==> src/clp_pkg.sv <==
// Shared constants and types for the clock and low-power control block.
package clp_pkg;
	localparam int DATA_W = 32;
	localparam int ADDR_W = 5;
	// Register byte offsets.
	localparam logic [4:0] OFF_CTRL = 5'h00;
	localparam logic [4:0] OFF_PRESC = 5'h04;
	localparam logic [4:0] OFF_STATUS = 5'h08;
	localparam logic [4:0] OFF_INT_STAT = 5'h0c;
	localparam logic [4:0] OFF_INT_MASK = 5'h10;
	// Control register fields.
	localparam int CTRL_SEL_EXT = 0;
	localparam int CTRL_XTAL_EN = 1;
	localparam int CTRL_SLOW_XTAL_EN = 2;
	localparam int CTRL_SLOW_RC_EN = 3;
	localparam int CTRL_DEEP_SEL = 4;
	localparam int CTRL_W = 5;
	localparam logic [4:0] CTRL_RST = 5'h08;
	// Prescaler fields: divide by value plus one.
	localparam int PRESC_AHB_LSB = 0;
	localparam int PRESC_APB_LSB = 4;
	localparam int PRESC_W = 4;
	localparam logic [3:0] PRESC_AHB_RST = 4'h0;
	localparam logic [3:0] PRESC_APB_RST = 4'h0;
	// Status register fields.
	localparam int STAT_EXT_ACTIVE = 0;
	localparam int STAT_EXT_RUNNING = 1;
	localparam int STAT_MODE_LSB = 2;
	localparam int STAT_REG_LP = 4;
	localparam int STAT_DIV_LSB = 8;
	// Interrupt status and mask fields.
	localparam int IRQ_CLK_FAIL = 0;
	localparam int IRQ_DEEP_WAKE = 1;
	localparam int IRQ_W = 2;
	// Clock figures: fast RC source divided down to the default core clock.
	localparam int FAST_RC_MHZ = 96;
	localparam int DEFAULT_CORE_MHZ = 4;
	localparam logic [7:0] FAST_RC_DIV = 8'(FAST_RC_MHZ / DEFAULT_CORE_MHZ);
	localparam int MAX_DOMAIN_MHZ = 96;
	localparam int CLK_PERIOD_NS = 10;
	// Longest gap between crystal edges before it is declared failed.
	localparam int MON_TIMEOUT_NS = 1000;
	localparam int MON_TIMEOUT_CYC = (MON_TIMEOUT_NS + CLK_PERIOD_NS - 1) / CLK_PERIOD_NS;
	// Cycles with both sources deselected during a switch.
	localparam logic [1:0] SW_GAP_CYC = 2'h2;
	typedef enum logic [1:0] {
		SW_INT = 2'b00,
		SW_BRK_EXT = 2'b01,
		SW_EXT = 2'b10,
		SW_BRK_INT = 2'b11
	} clp_sw_t;
	typedef enum logic [1:0] {
		PM_RUN = 2'b00,
		PM_SLEEP = 2'b01,
		PM_DEEP = 2'b10
	} clp_pm_t;
endpackage

==> src/clp_mon_if.sv <==
// Link between the control core and the crystal failure monitor.
`timescale 1ns/1ps
`default_nettype none
interface clp_mon_if;
	logic mon_en;
	logic ext_running;
	logic ext_fail;
	modport ctrl (output mon_en, input ext_running, input ext_fail);
	modport mon (input mon_en, output ext_running, output ext_fail);
endinterface
`default_nettype wire

==> src/clp_clock_power_top.sv <==
// Core clock selection and low-power mode control with register access.
`timescale 1ns/1ps
`default_nettype none
module clp_clock_power_top #(
	parameter int MON_TIMEOUT_CYC = clp_pkg::MON_TIMEOUT_CYC
) (
	input wire logic ref_clk_in, // core clock, 100 MHz
	input wire logic rst_b_in, // external reset, active low
	input wire logic ce_in, // clock enable, freezes all state except the reset synchroniser
	input wire logic core_low_in, // core supply below threshold
	input wire logic ana_low_in, // analogue supply below threshold
	input wire logic [clp_pkg::ADDR_W-1:0] avs_address_in, // byte address
	input wire logic avs_read_in, // read request
	input wire logic avs_write_in, // write request
	input wire logic [clp_pkg::DATA_W-1:0] avs_writedata_in, // write data
	output logic [clp_pkg::DATA_W-1:0] avs_readdata_out, // read data
	output logic avs_waitrequest_out, // slave not ready
	input wire logic ext_clk_in, // crystal clock pin
	input wire logic cpu_sleep_in, // processor asks to sleep, pulse
	input wire logic irq_pending_in, // any interrupt pending
	input wire logic event_in, // wake event pulse
	input wire logic independent_watchdog_reset_in, // watchdog reset request
	input wire logic periph_wake_in, // peripheral wake interrupt
	input wire logic rtc_event_in, // real-time clock event
	output logic sys_rst_b_out, // system reset, active low
	output logic cpu_clk_en_out, // processor clock gate
	output logic sel_int_out, // internal source gate
	output logic sel_ext_out, // crystal source gate
	output logic external_fast_crystal_en_out, // crystal oscillator enable
	output logic internal_fast_rc_oscillator_en_out, // fast RC enable
	output logic external_slow_crystal_en_out, // slow crystal enable
	output logic internal_slow_clock_en_out, // slow RC enable
	output logic reg_en_out, // regulator enable
	output logic reg_lp_out, // regulator low-power mode
	output logic ahb_ce_out, // AHB domain clock enable pulse
	output logic apb_ce_out, // APB domain clock enable pulse
	output logic irq_out // interrupt, level
);
	logic [1:0] rst_sync_q;
	logic rst_b;
	logic waitreq_q;
	logic [clp_pkg::DATA_W-1:0] rdata_q;
	logic [clp_pkg::CTRL_W-1:0] ctrl_q, ctrl_d;
	logic [clp_pkg::PRESC_W-1:0] ahb_div_q, apb_div_q;
	logic [clp_pkg::PRESC_W-1:0] ahb_cnt_q, apb_cnt_q;
	logic [clp_pkg::IRQ_W-1:0] istat_q, istat_d, imask_q;
	clp_pkg::clp_sw_t sw_q, sw_d;
	clp_pkg::clp_pm_t pm_q, pm_d;
	logic [1:0] gap_q, gap_d;
	logic ahb_ce_q, apb_ce_q, irq_q, cpu_en_q, reg_lp_q;
	logic sel_int_q, sel_ext_q, fast_rc_q;
	clp_mon_if mon_link();

	// Supply monitors act as asynchronous reset sources; release is synchronised.
	wire por_b = rst_b_in & ~core_low_in & ~ana_low_in;

	always_ff @(posedge ref_clk_in or negedge por_b) begin
		if (!por_b) begin
			rst_sync_q <= 2'h0;
		end else begin
			rst_sync_q <= {rst_sync_q[0], 1'b1};
		end
	end
	assign rst_b = rst_sync_q[1];

	clp_ext_monitor #(
		.TIMEOUT_CYC(MON_TIMEOUT_CYC)
	) u_mon (
		.clk_in(ref_clk_in),
		.rst_b_in(rst_b),
		.ce_in(ce_in),
		.ext_clk_in(ext_clk_in),
		.mon(mon_link.mon)
	);
	assign mon_link.mon_en = ctrl_q[clp_pkg::CTRL_XTAL_EN];

	// Bus decode: each request is answered one cycle after it is seen.
	wire req = avs_read_in | avs_write_in;
	wire acc = req & ~waitreq_q;
	wire wr_ok = avs_write_in & ~waitreq_q;
	wire hit_ctrl = avs_address_in == clp_pkg::OFF_CTRL;
	wire hit_presc = avs_address_in == clp_pkg::OFF_PRESC;
	wire hit_status = avs_address_in == clp_pkg::OFF_STATUS;
	wire hit_istat = avs_address_in == clp_pkg::OFF_INT_STAT;
	wire hit_imask = avs_address_in == clp_pkg::OFF_INT_MASK;
	wire [clp_pkg::DATA_W-1:0] wd = avs_writedata_in;

	wire [clp_pkg::DATA_W-1:0] status_word = {16'h0000, clp_pkg::FAST_RC_DIV,
		3'h0, reg_lp_q, pm_q, mon_link.ext_running, sw_q == clp_pkg::SW_EXT};
	wire [clp_pkg::DATA_W-1:0] presc_word = {24'h000000, apb_div_q, ahb_div_q};
	logic [clp_pkg::DATA_W-1:0] rd_mux;
	always_comb begin
		if (hit_ctrl) begin
			rd_mux = {27'h0000000, ctrl_q};
		end else if (hit_presc) begin
			rd_mux = presc_word;
		end else if (hit_status) begin
			rd_mux = status_word;
		end else if (hit_istat) begin
			rd_mux = {30'h00000000, istat_q};
		end else if (hit_imask) begin
			rd_mux = {30'h00000000, imask_q};
		end else begin
			rd_mux = '0;
		end
	end

	always_ff @(posedge ref_clk_in or negedge rst_b) begin
		if (!rst_b) begin
			waitreq_q <= 1'b1;
			rdata_q <= '0;
		end else if (ce_in) begin
			waitreq_q <= ~(req & waitreq_q);
			if (avs_read_in & waitreq_q) begin
				rdata_q <= rd_mux;
			end
		end
	end

	// Power mode sequencing.
	wire deep_wake = independent_watchdog_reset_in | periph_wake_in | rtc_event_in;
	wire deep_entry = (pm_q == clp_pkg::PM_RUN) & cpu_sleep_in
		& ctrl_q[clp_pkg::CTRL_DEEP_SEL];
	always_comb begin
		pm_d = pm_q;
		case (pm_q)
			clp_pkg::PM_RUN: begin
				if (cpu_sleep_in) begin
					pm_d = ctrl_q[clp_pkg::CTRL_DEEP_SEL] ? clp_pkg::PM_DEEP : clp_pkg::PM_SLEEP;
				end
			end
			clp_pkg::PM_SLEEP: begin
				if (irq_pending_in | event_in) begin
					pm_d = clp_pkg::PM_RUN;
				end
			end
			clp_pkg::PM_DEEP: begin
				if (deep_wake) begin
					pm_d = clp_pkg::PM_RUN;
				end
			end
			default: begin
				pm_d = clp_pkg::PM_RUN;
			end
		endcase
	end

	// Control register: hardware clears crystal use on failure or deep entry.
	wire hw_drop_ext = mon_link.ext_fail | deep_entry;
	always_comb begin
		ctrl_d = ctrl_q;
		if (wr_ok & hit_ctrl) begin
			ctrl_d = wd[clp_pkg::CTRL_W-1:0];
		end
		if (hw_drop_ext) begin
			ctrl_d[clp_pkg::CTRL_SEL_EXT] = 1'b0;
		end
		if (deep_entry) begin
			ctrl_d[clp_pkg::CTRL_XTAL_EN] = 1'b0;
		end
	end

	// Source switch: both gates are dropped for a gap before the new one opens.
	wire want_ext = ctrl_q[clp_pkg::CTRL_SEL_EXT] & ctrl_q[clp_pkg::CTRL_XTAL_EN]
		& mon_link.ext_running & (pm_q != clp_pkg::PM_DEEP);
	wire gap_done = gap_q == clp_pkg::SW_GAP_CYC - 2'h1;
	always_comb begin
		sw_d = sw_q;
		gap_d = 2'h0;
		case (sw_q)
			clp_pkg::SW_INT: begin
				if (want_ext) begin
					sw_d = clp_pkg::SW_BRK_EXT;
				end
			end
			clp_pkg::SW_BRK_EXT: begin
				gap_d = gap_q + 2'h1;
				if (!want_ext) begin
					sw_d = clp_pkg::SW_BRK_INT;
					gap_d = 2'h0;
				end else if (gap_done) begin
					sw_d = clp_pkg::SW_EXT;
				end
			end
			clp_pkg::SW_EXT: begin
				if (mon_link.ext_fail || !want_ext) begin
					sw_d = clp_pkg::SW_BRK_INT;
				end
			end
			clp_pkg::SW_BRK_INT: begin
				gap_d = gap_q + 2'h1;
				if (gap_done) begin
					sw_d = clp_pkg::SW_INT;
				end
			end
			default: begin
				sw_d = clp_pkg::SW_INT;
			end
		endcase
	end

	// Interrupt flags: a new event wins over a write-one clear in the same cycle.
	wire [clp_pkg::IRQ_W-1:0] ev = {(pm_q == clp_pkg::PM_DEEP) & deep_wake,
		mon_link.ext_fail};
	wire [clp_pkg::IRQ_W-1:0] clr = (wr_ok & hit_istat) ? wd[clp_pkg::IRQ_W-1:0] : '0;
	assign istat_d = (istat_q & ~clr) | ev;

	always_ff @(posedge ref_clk_in or negedge rst_b) begin
		if (!rst_b) begin
			ctrl_q <= clp_pkg::CTRL_RST;
			ahb_div_q <= clp_pkg::PRESC_AHB_RST;
			apb_div_q <= clp_pkg::PRESC_APB_RST;
			istat_q <= '0;
			imask_q <= '0;
		end else if (ce_in) begin
			ctrl_q <= ctrl_d;
			istat_q <= istat_d;
			if (wr_ok & hit_presc) begin
				ahb_div_q <= wd[clp_pkg::PRESC_AHB_LSB +: clp_pkg::PRESC_W];
				apb_div_q <= wd[clp_pkg::PRESC_APB_LSB +: clp_pkg::PRESC_W];
			end
			if (wr_ok & hit_imask) begin
				imask_q <= wd[clp_pkg::IRQ_W-1:0];
			end
		end
	end

	always_ff @(posedge ref_clk_in or negedge rst_b) begin
		if (!rst_b) begin
			sw_q <= clp_pkg::SW_INT;
			gap_q <= 2'h0;
			pm_q <= clp_pkg::PM_RUN;
		end else if (ce_in) begin
			sw_q <= sw_d;
			gap_q <= gap_d;
			pm_q <= pm_d;
		end
	end

	// Bus domain prescalers; APB ticks are taken from AHB ticks.
	wire ahb_wrap = ahb_cnt_q == ahb_div_q;
	wire apb_wrap = apb_cnt_q == apb_div_q;
	always_ff @(posedge ref_clk_in or negedge rst_b) begin
		if (!rst_b) begin
			ahb_cnt_q <= '0;
			apb_cnt_q <= '0;
			ahb_ce_q <= 1'b0;
			apb_ce_q <= 1'b0;
		end else if (ce_in) begin
			ahb_cnt_q <= ahb_wrap ? '0 : ahb_cnt_q + 4'h1;
			ahb_ce_q <= ahb_wrap;
			apb_ce_q <= ahb_wrap & apb_wrap;
			if (ahb_wrap) begin
				apb_cnt_q <= apb_wrap ? '0 : apb_cnt_q + 4'h1;
			end
		end
	end

	// Registered outputs.
	always_ff @(posedge ref_clk_in or negedge rst_b) begin
		if (!rst_b) begin
			cpu_en_q <= 1'b1;
			reg_lp_q <= 1'b0;
			sel_int_q <= 1'b1;
			sel_ext_q <= 1'b0;
			fast_rc_q <= 1'b1;
			irq_q <= 1'b0;
		end else if (ce_in) begin
			cpu_en_q <= pm_d == clp_pkg::PM_RUN;
			reg_lp_q <= pm_d != clp_pkg::PM_RUN;
			sel_int_q <= sw_d == clp_pkg::SW_INT;
			sel_ext_q <= sw_d == clp_pkg::SW_EXT;
			fast_rc_q <= pm_d != clp_pkg::PM_DEEP;
			irq_q <= |(istat_d & imask_q);
		end
	end

	// The reset copy and slow-source bits already come from flip-flops.
	assign sys_rst_b_out = rst_b;
	assign avs_readdata_out = rdata_q;
	assign avs_waitrequest_out = waitreq_q;
	assign cpu_clk_en_out = cpu_en_q;
	assign sel_int_out = sel_int_q;
	assign sel_ext_out = sel_ext_q;
	assign external_fast_crystal_en_out = ctrl_q[clp_pkg::CTRL_XTAL_EN];
	assign internal_fast_rc_oscillator_en_out = fast_rc_q;
	assign external_slow_crystal_en_out = ctrl_q[clp_pkg::CTRL_SLOW_XTAL_EN];
	assign internal_slow_clock_en_out = ctrl_q[clp_pkg::CTRL_SLOW_RC_EN];
	assign reg_en_out = rst_b;
	assign reg_lp_out = reg_lp_q;
	assign ahb_ce_out = ahb_ce_q;
	assign apb_ce_out = apb_ce_q;
	assign irq_out = irq_q;
	wire unused_acc = acc;
endmodule
`default_nettype wire

==> src/clp_ext_monitor.sv <==
// Crystal clock failure monitor.
`timescale 1ns/1ps
`default_nettype none
module clp_ext_monitor #(
	parameter int TIMEOUT_CYC = clp_pkg::MON_TIMEOUT_CYC
) (
	input wire logic clk_in, // core clock
	input wire logic rst_b_in, // synchronised reset, active low
	input wire logic ce_in, // clock enable
	input wire logic ext_clk_in, // crystal clock pin, sampled
	clp_mon_if.mon mon // monitor link
);
	localparam int CW = $clog2(TIMEOUT_CYC + 1);
	localparam logic [CW-1:0] LIMIT = CW'(TIMEOUT_CYC);
	logic s1_q, s2_q, s3_q;
	logic lvl_q;
	logic [CW-1:0] cnt_q;
	logic run_q, fail_q;
	// A change counts only once the last two stages agree on the new level.
	wire edge_seen = (s2_q == s3_q) && (s3_q != lvl_q);
	wire expired = mon.mon_en && !edge_seen && (cnt_q == LIMIT - CW'(1));

	always_ff @(posedge clk_in or negedge rst_b_in) begin
		if (!rst_b_in) begin
			s1_q <= 1'b0;
			s2_q <= 1'b0;
			s3_q <= 1'b0;
			lvl_q <= 1'b0;
		end else if (ce_in) begin
			s1_q <= ext_clk_in;
			s2_q <= s1_q;
			s3_q <= s2_q;
			if (s2_q == s3_q) begin
				lvl_q <= s3_q;
			end
		end
	end

	// The count restarts on every edge; reaching the limit flags one failure only.
	always_ff @(posedge clk_in or negedge rst_b_in) begin
		if (!rst_b_in) begin
			cnt_q <= '0;
			run_q <= 1'b0;
			fail_q <= 1'b0;
		end else if (ce_in) begin
			fail_q <= expired && run_q;
			if (!mon.mon_en || edge_seen) begin
				cnt_q <= '0;
			end else if (cnt_q != LIMIT) begin
				cnt_q <= cnt_q + CW'(1);
			end
			if (!mon.mon_en || expired) begin
				run_q <= 1'b0;
			end else if (edge_seen) begin
				run_q <= 1'b1;
			end
		end
	end

	assign mon.ext_running = run_q;
	assign mon.ext_fail = fail_q;
endmodule
`default_nettype wire

==> config.mk <==
export PLATFORM = sky130hd
export DESIGN_NAME = clp_clock_power_top
export DESIGN_NICKNAME = d
export VERILOG_FILES = /design/src/clp_pkg.sv /design/src/clp_mon_if.sv /design/src/clp_clock_power_top.sv /design/src/clp_ext_monitor.sv
export SDC_FILE = /design/constraint.sdc
export NUM_CORES = 1
export LEC_CHECK = 0
export BUFFER_PORTS_ARGS = -buffer_cell sky130_fd_sc_hd__buf_2
export CAP_MARGIN = 0
export CORE_ASPECT_RATIO = 0.9
export CORE_MARGIN = 3
export CORE_UTILIZATION = 50
export CTS_BUF_LIST = sky130_fd_sc_hd__clkbuf_16
export CTS_CLUSTER_DIAMETER = 30
export CTS_CLUSTER_SIZE = 20
export DETAILED_ROUTE_END_ITERATION = 10
export HOLD_SLACK_MARGIN = 0.1
export PLACE_DENSITY_LB_ADDON = 0.15
export SYNTH_ARGS = -nofsm -noshare
export SYNTH_HDL_FRONTEND = slang
export SYNTH_SLANG_ARGS = --single-unit
==> constraint.sdc <==
create_clock -name ref_clk_in -period 5.07 [get_ports ref_clk_in]
set_clock_uncertainty 0.2 [all_clocks]
set_input_delay 0.507 -clock ref_clk_in [delete_from_list [all_inputs] [get_ports ref_clk_in]]
set_output_delay 0.507 -clock ref_clk_in [all_outputs]
set_load 0.03 [all_outputs]
==> metrics.txt <==
# TYPE chip_impl_metric gauge
chip_impl_metric{name="share_comb_of_total_power",unit="%"} 23.5
chip_impl_info{name="combinational_family_with_the_most_area_after_synthesis",value="compound AO/OA/AOI/OAI gates"} 1
chip_impl_info{name="synthTopCellsByArea",value="dfrtp_1 44%, buf_4 5.6%, mux2_2 5.0%"} 1
chip_impl_metric{name="synthSimpleGateAreaFrac",unit="%"} 15.6
chip_impl_info{name="synth_top_flop_cell",value="dfrtp_1"} 1
chip_impl_metric{name="postRouteAntennaNets",unit=""} 0
chip_impl_metric{name="antenna_cells_inserted",unit=""} 0
chip_impl_info{name="setup.worst_path.start_class",value="input port"} 1
chip_impl_metric{name="portBuffers",unit=""} 50
chip_impl_info{name="timing.rr.start",value="ahb_cnt_q[2]$_DFFE_PN0P_"} 1
chip_impl_info{name="critPathCaptureType",value="flop"} 1
chip_impl_metric{name="ys_seq_elements",unit=""} 64
chip_impl_metric{name="f_max",unit="GHz"} 0.394
chip_impl_metric{name="placementRows",unit=""} 27
chip_impl_metric{name="clock_sinks",unit=""} 64
chip_impl_metric{name="syn_area_per_cell",unit="um2"} 10.3
chip_impl_metric{name="clk_pin_slew",unit="ps"} 50
chip_impl_metric{name="area_growth_syn_to_layout",unit="%"} 14.1
chip_impl_metric{name="fraction_of_the_mapped_netlist_area_in_compound_gates",unit="%"} 15.9
chip_impl_metric{name="fraction_of_final_layout_cells_with_drive_strength_greater_than_1",unit="%"} 24.6
chip_impl_metric{name="synth_cell_type_count",unit=""} 57
chip_impl_metric{name="dr.first_iter.drc_count",unit=""} 154
chip_impl_metric{name="worst-path-max-fanout",unit=""} 52
chip_impl_metric{name="nets",unit=""} 433
chip_impl_info{name="run_status",value="finished, final reports clean"} 1
chip_impl_metric{name="r2r.worst_path.cells",unit=""} 4
chip_impl_metric{name="cts_buffers",unit=""} 9
chip_impl_metric{name="placed_area",unit="um2"} 3580
chip_impl_metric{name="floorplan.initialDensity",unit="%"} 53.4
chip_impl_info{name="worstHoldStart",value="rst_sync_q[0]$_DFF_PN0_"} 1
chip_impl_metric{name="cpPeakStageDelay",unit="ps"} 660
chip_impl_metric{name="synth_adder_area_share",unit="%"} 1.85
chip_impl_info{name="cts_tree",value="done"} 1
chip_impl_metric{name="route.vias.total",unit=""} 2580
chip_impl_metric{name="dr.pass1.iters",unit=""} 4
chip_impl_metric{name="synth_largest_type_area_fraction",unit="%"} 43.8
chip_impl_metric{name="setup_total_negative_slack",unit="ps"} 0
chip_impl_info{name="unrepaired_setup_endpoints_after_global_routing",value="false"} 1
chip_impl_metric{name="postCtsSetupBuffers",unit=""} 0
chip_impl_metric{name="vdd.ir_drop.worst",unit="uV"} 238
chip_impl_metric{name="die_w",unit="um"} 92.6
chip_impl_metric{name="max-slew-margin-rel",unit="%"} 40.7
chip_impl_metric{name="post_synth_instance_area",unit="um2"} 3370
chip_impl_metric{name="post-route-worst-setup-slack",unit="ps"} 2530
chip_impl_metric{name="cell_internal_pwr",unit="W"} 0.00107
chip_impl_metric{name="timing.reg2reg.setup_slack",unit="ps"} 3060
chip_impl_metric{name="core",unit="um2"} 6320
chip_impl_metric{name="layout_worst_path_cycle_share",unit="%"} 50.1
chip_impl_metric{name="wl_per_cell",unit="um"} 14.9
chip_impl_metric{name="place.gp.congestion",unit=""} 0.812
chip_impl_metric{name="die_area",unit="um2"} 7770
chip_impl_metric{name="synth-async-reset-ratio",unit="%"} 100
chip_impl_info{name="cts_root_buffer_type",value="clkbuf_16"} 1
chip_impl_info{name="yosys.area.top_type",value="dfrtp_1"} 1
chip_impl_metric{name="leakagePower",unit="nW"} 1.82
chip_impl_metric{name="postSynthCellCount",unit=""} 329
chip_impl_metric{name="vias_per_cell",unit=""} 5.50
chip_impl_metric{name="hold_viol_final",unit=""} 0
chip_impl_metric{name="timing.final.setup_violations",unit=""} 0
chip_impl_metric{name="cts_max_path_buffers",unit=""} 2
chip_impl_metric{name="grt_antenna_before_repair",unit=""} 0
chip_impl_metric{name="grt.total_usage",unit="%"} 19.7
chip_impl_info{name="min_path_type",value="flop to flop"} 1
chip_impl_metric{name="num_io_pins",unit=""} 97
chip_impl_metric{name="number_of_global_route_vias_before_repair",unit=""} 2495
chip_impl_metric{name="clock_insertion_delay_worst_skew",unit="ps"} 330
chip_impl_metric{name="drt-total-wl",unit="um"} 7010
chip_impl_info{name="worstPathCellList",value="buf_2, inv_1, nor3_1, a21oi_1"} 1
chip_impl_metric{name="timing_max_transition_violations_final",unit=""} 0
chip_impl_metric{name="drv_cap",unit=""} 0
chip_impl_metric{name="power.switching_fraction",unit="%"} 32.7
chip_impl_metric{name="synthesis.yosys.warnings",unit=""} 0
chip_impl_info{name="crit_path_top_delay_cell",value="buf_2"} 1
chip_impl_metric{name="h-tree-depth",unit=""} 3
chip_impl_metric{name="critPathRequiredTime",unit="ps"} 5050
chip_impl_metric{name="synth_enable_flop_cells",unit=""} 0
chip_impl_metric{name="grt.overflow.total",unit=""} 0
chip_impl_metric{name="layout_min_cycle_time",unit="ps"} 2540
chip_impl_metric{name="p_per_area",unit="nW/um2"} 411
chip_impl_metric{name="seq_area_frac_synth",unit="%"} 47.6
chip_impl_metric{name="route.detailed.drc",unit=""} 0
chip_impl_metric{name="dpl.cell_count",unit=""} 451
chip_impl_metric{name="stdcell_area",unit="um2"} 3850
chip_impl_metric{name="pin_count_of_the_biggest_net_entering_global_routing",unit=""} 64
chip_impl_metric{name="post_synth_mux_area_share",unit="%"} 7.68
chip_impl_metric{name="share_seq_of_total_power",unit="%"} 43.4
chip_impl_metric{name="synth-xor-area-share",unit="%"} 2.60
chip_impl_info{name="crit_start",value="ce_in"} 1
chip_impl_metric{name="dpl_worst_slack",unit="ps"} 2180
chip_impl_metric{name="floorplan.die.height",unit="um"} 83.9
chip_impl_metric{name="max_slew.worst_pin.slew",unit="ps"} 889
chip_impl_info{name="timing_worst_setup_path_type",value="input port to flop"} 1
chip_impl_metric{name="switchingPower",unit="W"} 0.000518
chip_impl_metric{name="dp.final_hpwl",unit="um"} 4710
chip_impl_metric{name="hold_depth",unit=""} 0
chip_impl_metric{name="cp_data_arrival_time",unit="ps"} 2520
chip_impl_metric{name="global_route_wire_length_before_repair",unit="um"} 12000
chip_impl_metric{name="finish.cell_count_without_fillers",unit=""} 469
chip_impl_metric{name="clockPowerShare",unit="%"} 33.0
==> layer usage <==
metal  track usage, %  part of all wire [%]  routed length [um]  vias to the layer above
met5                0                     0                   0                        -
met4             6.21                  0.94                  66                        0
met3             6.22                   6.3                 443                        9
met2             29.9                    45                3170                       83
met1             26.7                    47                3330                     1250
li1                 -                     -                   -                     1238
==> cells in the mapped netlist (2+ instances only) <==
library cell	number
xor2_1	2
and3_1	2
nor2b_1	4
buf_4	25
o211ai_1	3
o21ai_0	21
xnor2_1	8
inv_1	12
o2bb2ai_1	4
nand2_1	28
ha_1	5
a21oi_1	17
dfstp_2	5
dfrtp_1	59
conb_1	2
nand3_1	8
a22o_2	2
or3_1	6
mux2i_1	9
nor3_1	3
nand3b_1	3
and3_4	2
nand4_1	5
and4bb_2	2
nor3b_1	2
clkbuf_1	4
a21o_1	3
mux2_2	15
nor2_1	17
a31oi_1	5
a41oi_1	2
o32ai_1	2
buf_2	8
a22o_1	4
a32o_1	2
o21a_1	4
and2_1	3
o22ai_1	2
==> through the flow <==
step | util (%) | power, W | hold WS (ps)
6_report | 61.0 | 0.00158 | 147
5_1_grt | 61.0 | 0.00168 | 164
4_1_cts | 61.0 | 0.00160 | 151
3_5_place_dp | 56.6 | 0.00107 | 140
3_3_place_gp | 56.6 | 0.00105 | 136
2_1_floorplan | - | 0.000989 | 131
==> worst paths after layout <==
check                                            to
min in group asynchronous    apb_ce_out$_DFFE_PN0P_
setup reg to reg           apb_cnt_q[1]$_DFFE_PN0P_
hold reg to reg             rst_sync_q[1]$_DFF_PN0_
hold / removal              rst_sync_q[1]$_DFF_PN0_
max in group asynchronous   rst_sync_q[1]$_DFF_PN0_
setup / recovery           apb_cnt_q[1]$_DFFE_PN0P_
==> sequential cells by signal, summed over array words and instances (netlist names), 4 cells and up <==
register	cells
apb_div_q	4
ahb_div_q	4
ahb_cnt_q	4
ctrl_q	5
apb_cnt_q	4
avs_readdata_out	9
u_mon.cnt_q	7
==> critical path: cells and delay by family <==
| kind | cells | cell delay (ps) |
|---|---|---|
| buf+inv | 2 | 1260 |
| compound gates | 1 | 90 |
| simple gates | 1 | 640 |
==> timing repair <==
action / CTS / global route
hold buffers: 2 / 0
gates resized for setup: 0 / 0
endpoints found under the hold margin: 2 / 0
==> final cells by class <==
class,instances,area [um2]
clock buffer,9,225
fill,562,2470
tap,87,109
sequential,64,1610
clock inverter,7,27.5
multi-input combinational,237,1560
inverter,12,45.0
timing repair buffer,53,278
==> placed cells by master (no fill, tap or decap), types with 2 or more instances in the layout <==
cell | Yosys | routed
a31oi_1 | 5 | 5
a32o_1 | 2 | 2
a22o_2 | 2 | 2
a21oi_1 | 17 | 17
and2_1 | 3 | 3
o32ai_1 | 2 | 2
and3_1 | 2 | 2
o22ai_1 | 2 | 2
o2bb2ai_1 | 4 | 4
mux2_2 | 15 | 15
and3_4 | 2 | 2
xor2_1 | 2 | 2
nand4_1 | 5 | 5
a22o_1 | 4 | 4
nor2b_1 | 4 | 4
nor3_1 | 3 | 3
dfstp_2 | 5 | 5
dlygate4sd3_1 | 0 | 2
and4bb_2 | 2 | 2
dfrtp_1 | 59 | 58
a21o_1 | 3 | 3
nor2_1 | 17 | 17
clkbuf_16 | 0 | 9
nor3b_1 | 2 | 2
nand3b_1 | 3 | 3
inv_1 | 12 | 17
buf_2 | 8 | 50
o211ai_1 | 3 | 3
mux2i_1 | 9 | 9
nand2_1 | 28 | 28
a41oi_1 | 2 | 2
nand3_1 | 8 | 8
o21a_1 | 4 | 4
ha_1 | 5 | 5
xnor2_1 | 8 | 8
o21ai_0 | 21 | 21
conb_1 | 2 | 23
or3_1 | 6 | 6
==> power by group through the flow <==
stage	clock, W	sequential, W	combinational, W
detailed placement	0	0.000695	0.000372
global route	0.000561	0.000703	0.000417
CTS	0.000535	0.000688	0.000376
floorplan	0	0.000717	0.000272
finish	0.000523	0.000688	0.000373
global placement	0	0.000691	0.000364
==> cell families after synthesis <==
family / after synthesis
and+or+nand+nor: 94
AOI/OAI and AO/OA: 81
DFF: 64
buffers and inverters: 49
muxes: 24
xor gates and xnor gates: 10
adders and majority gates: 5
other: 2
(Power assumes the default switching activity.)
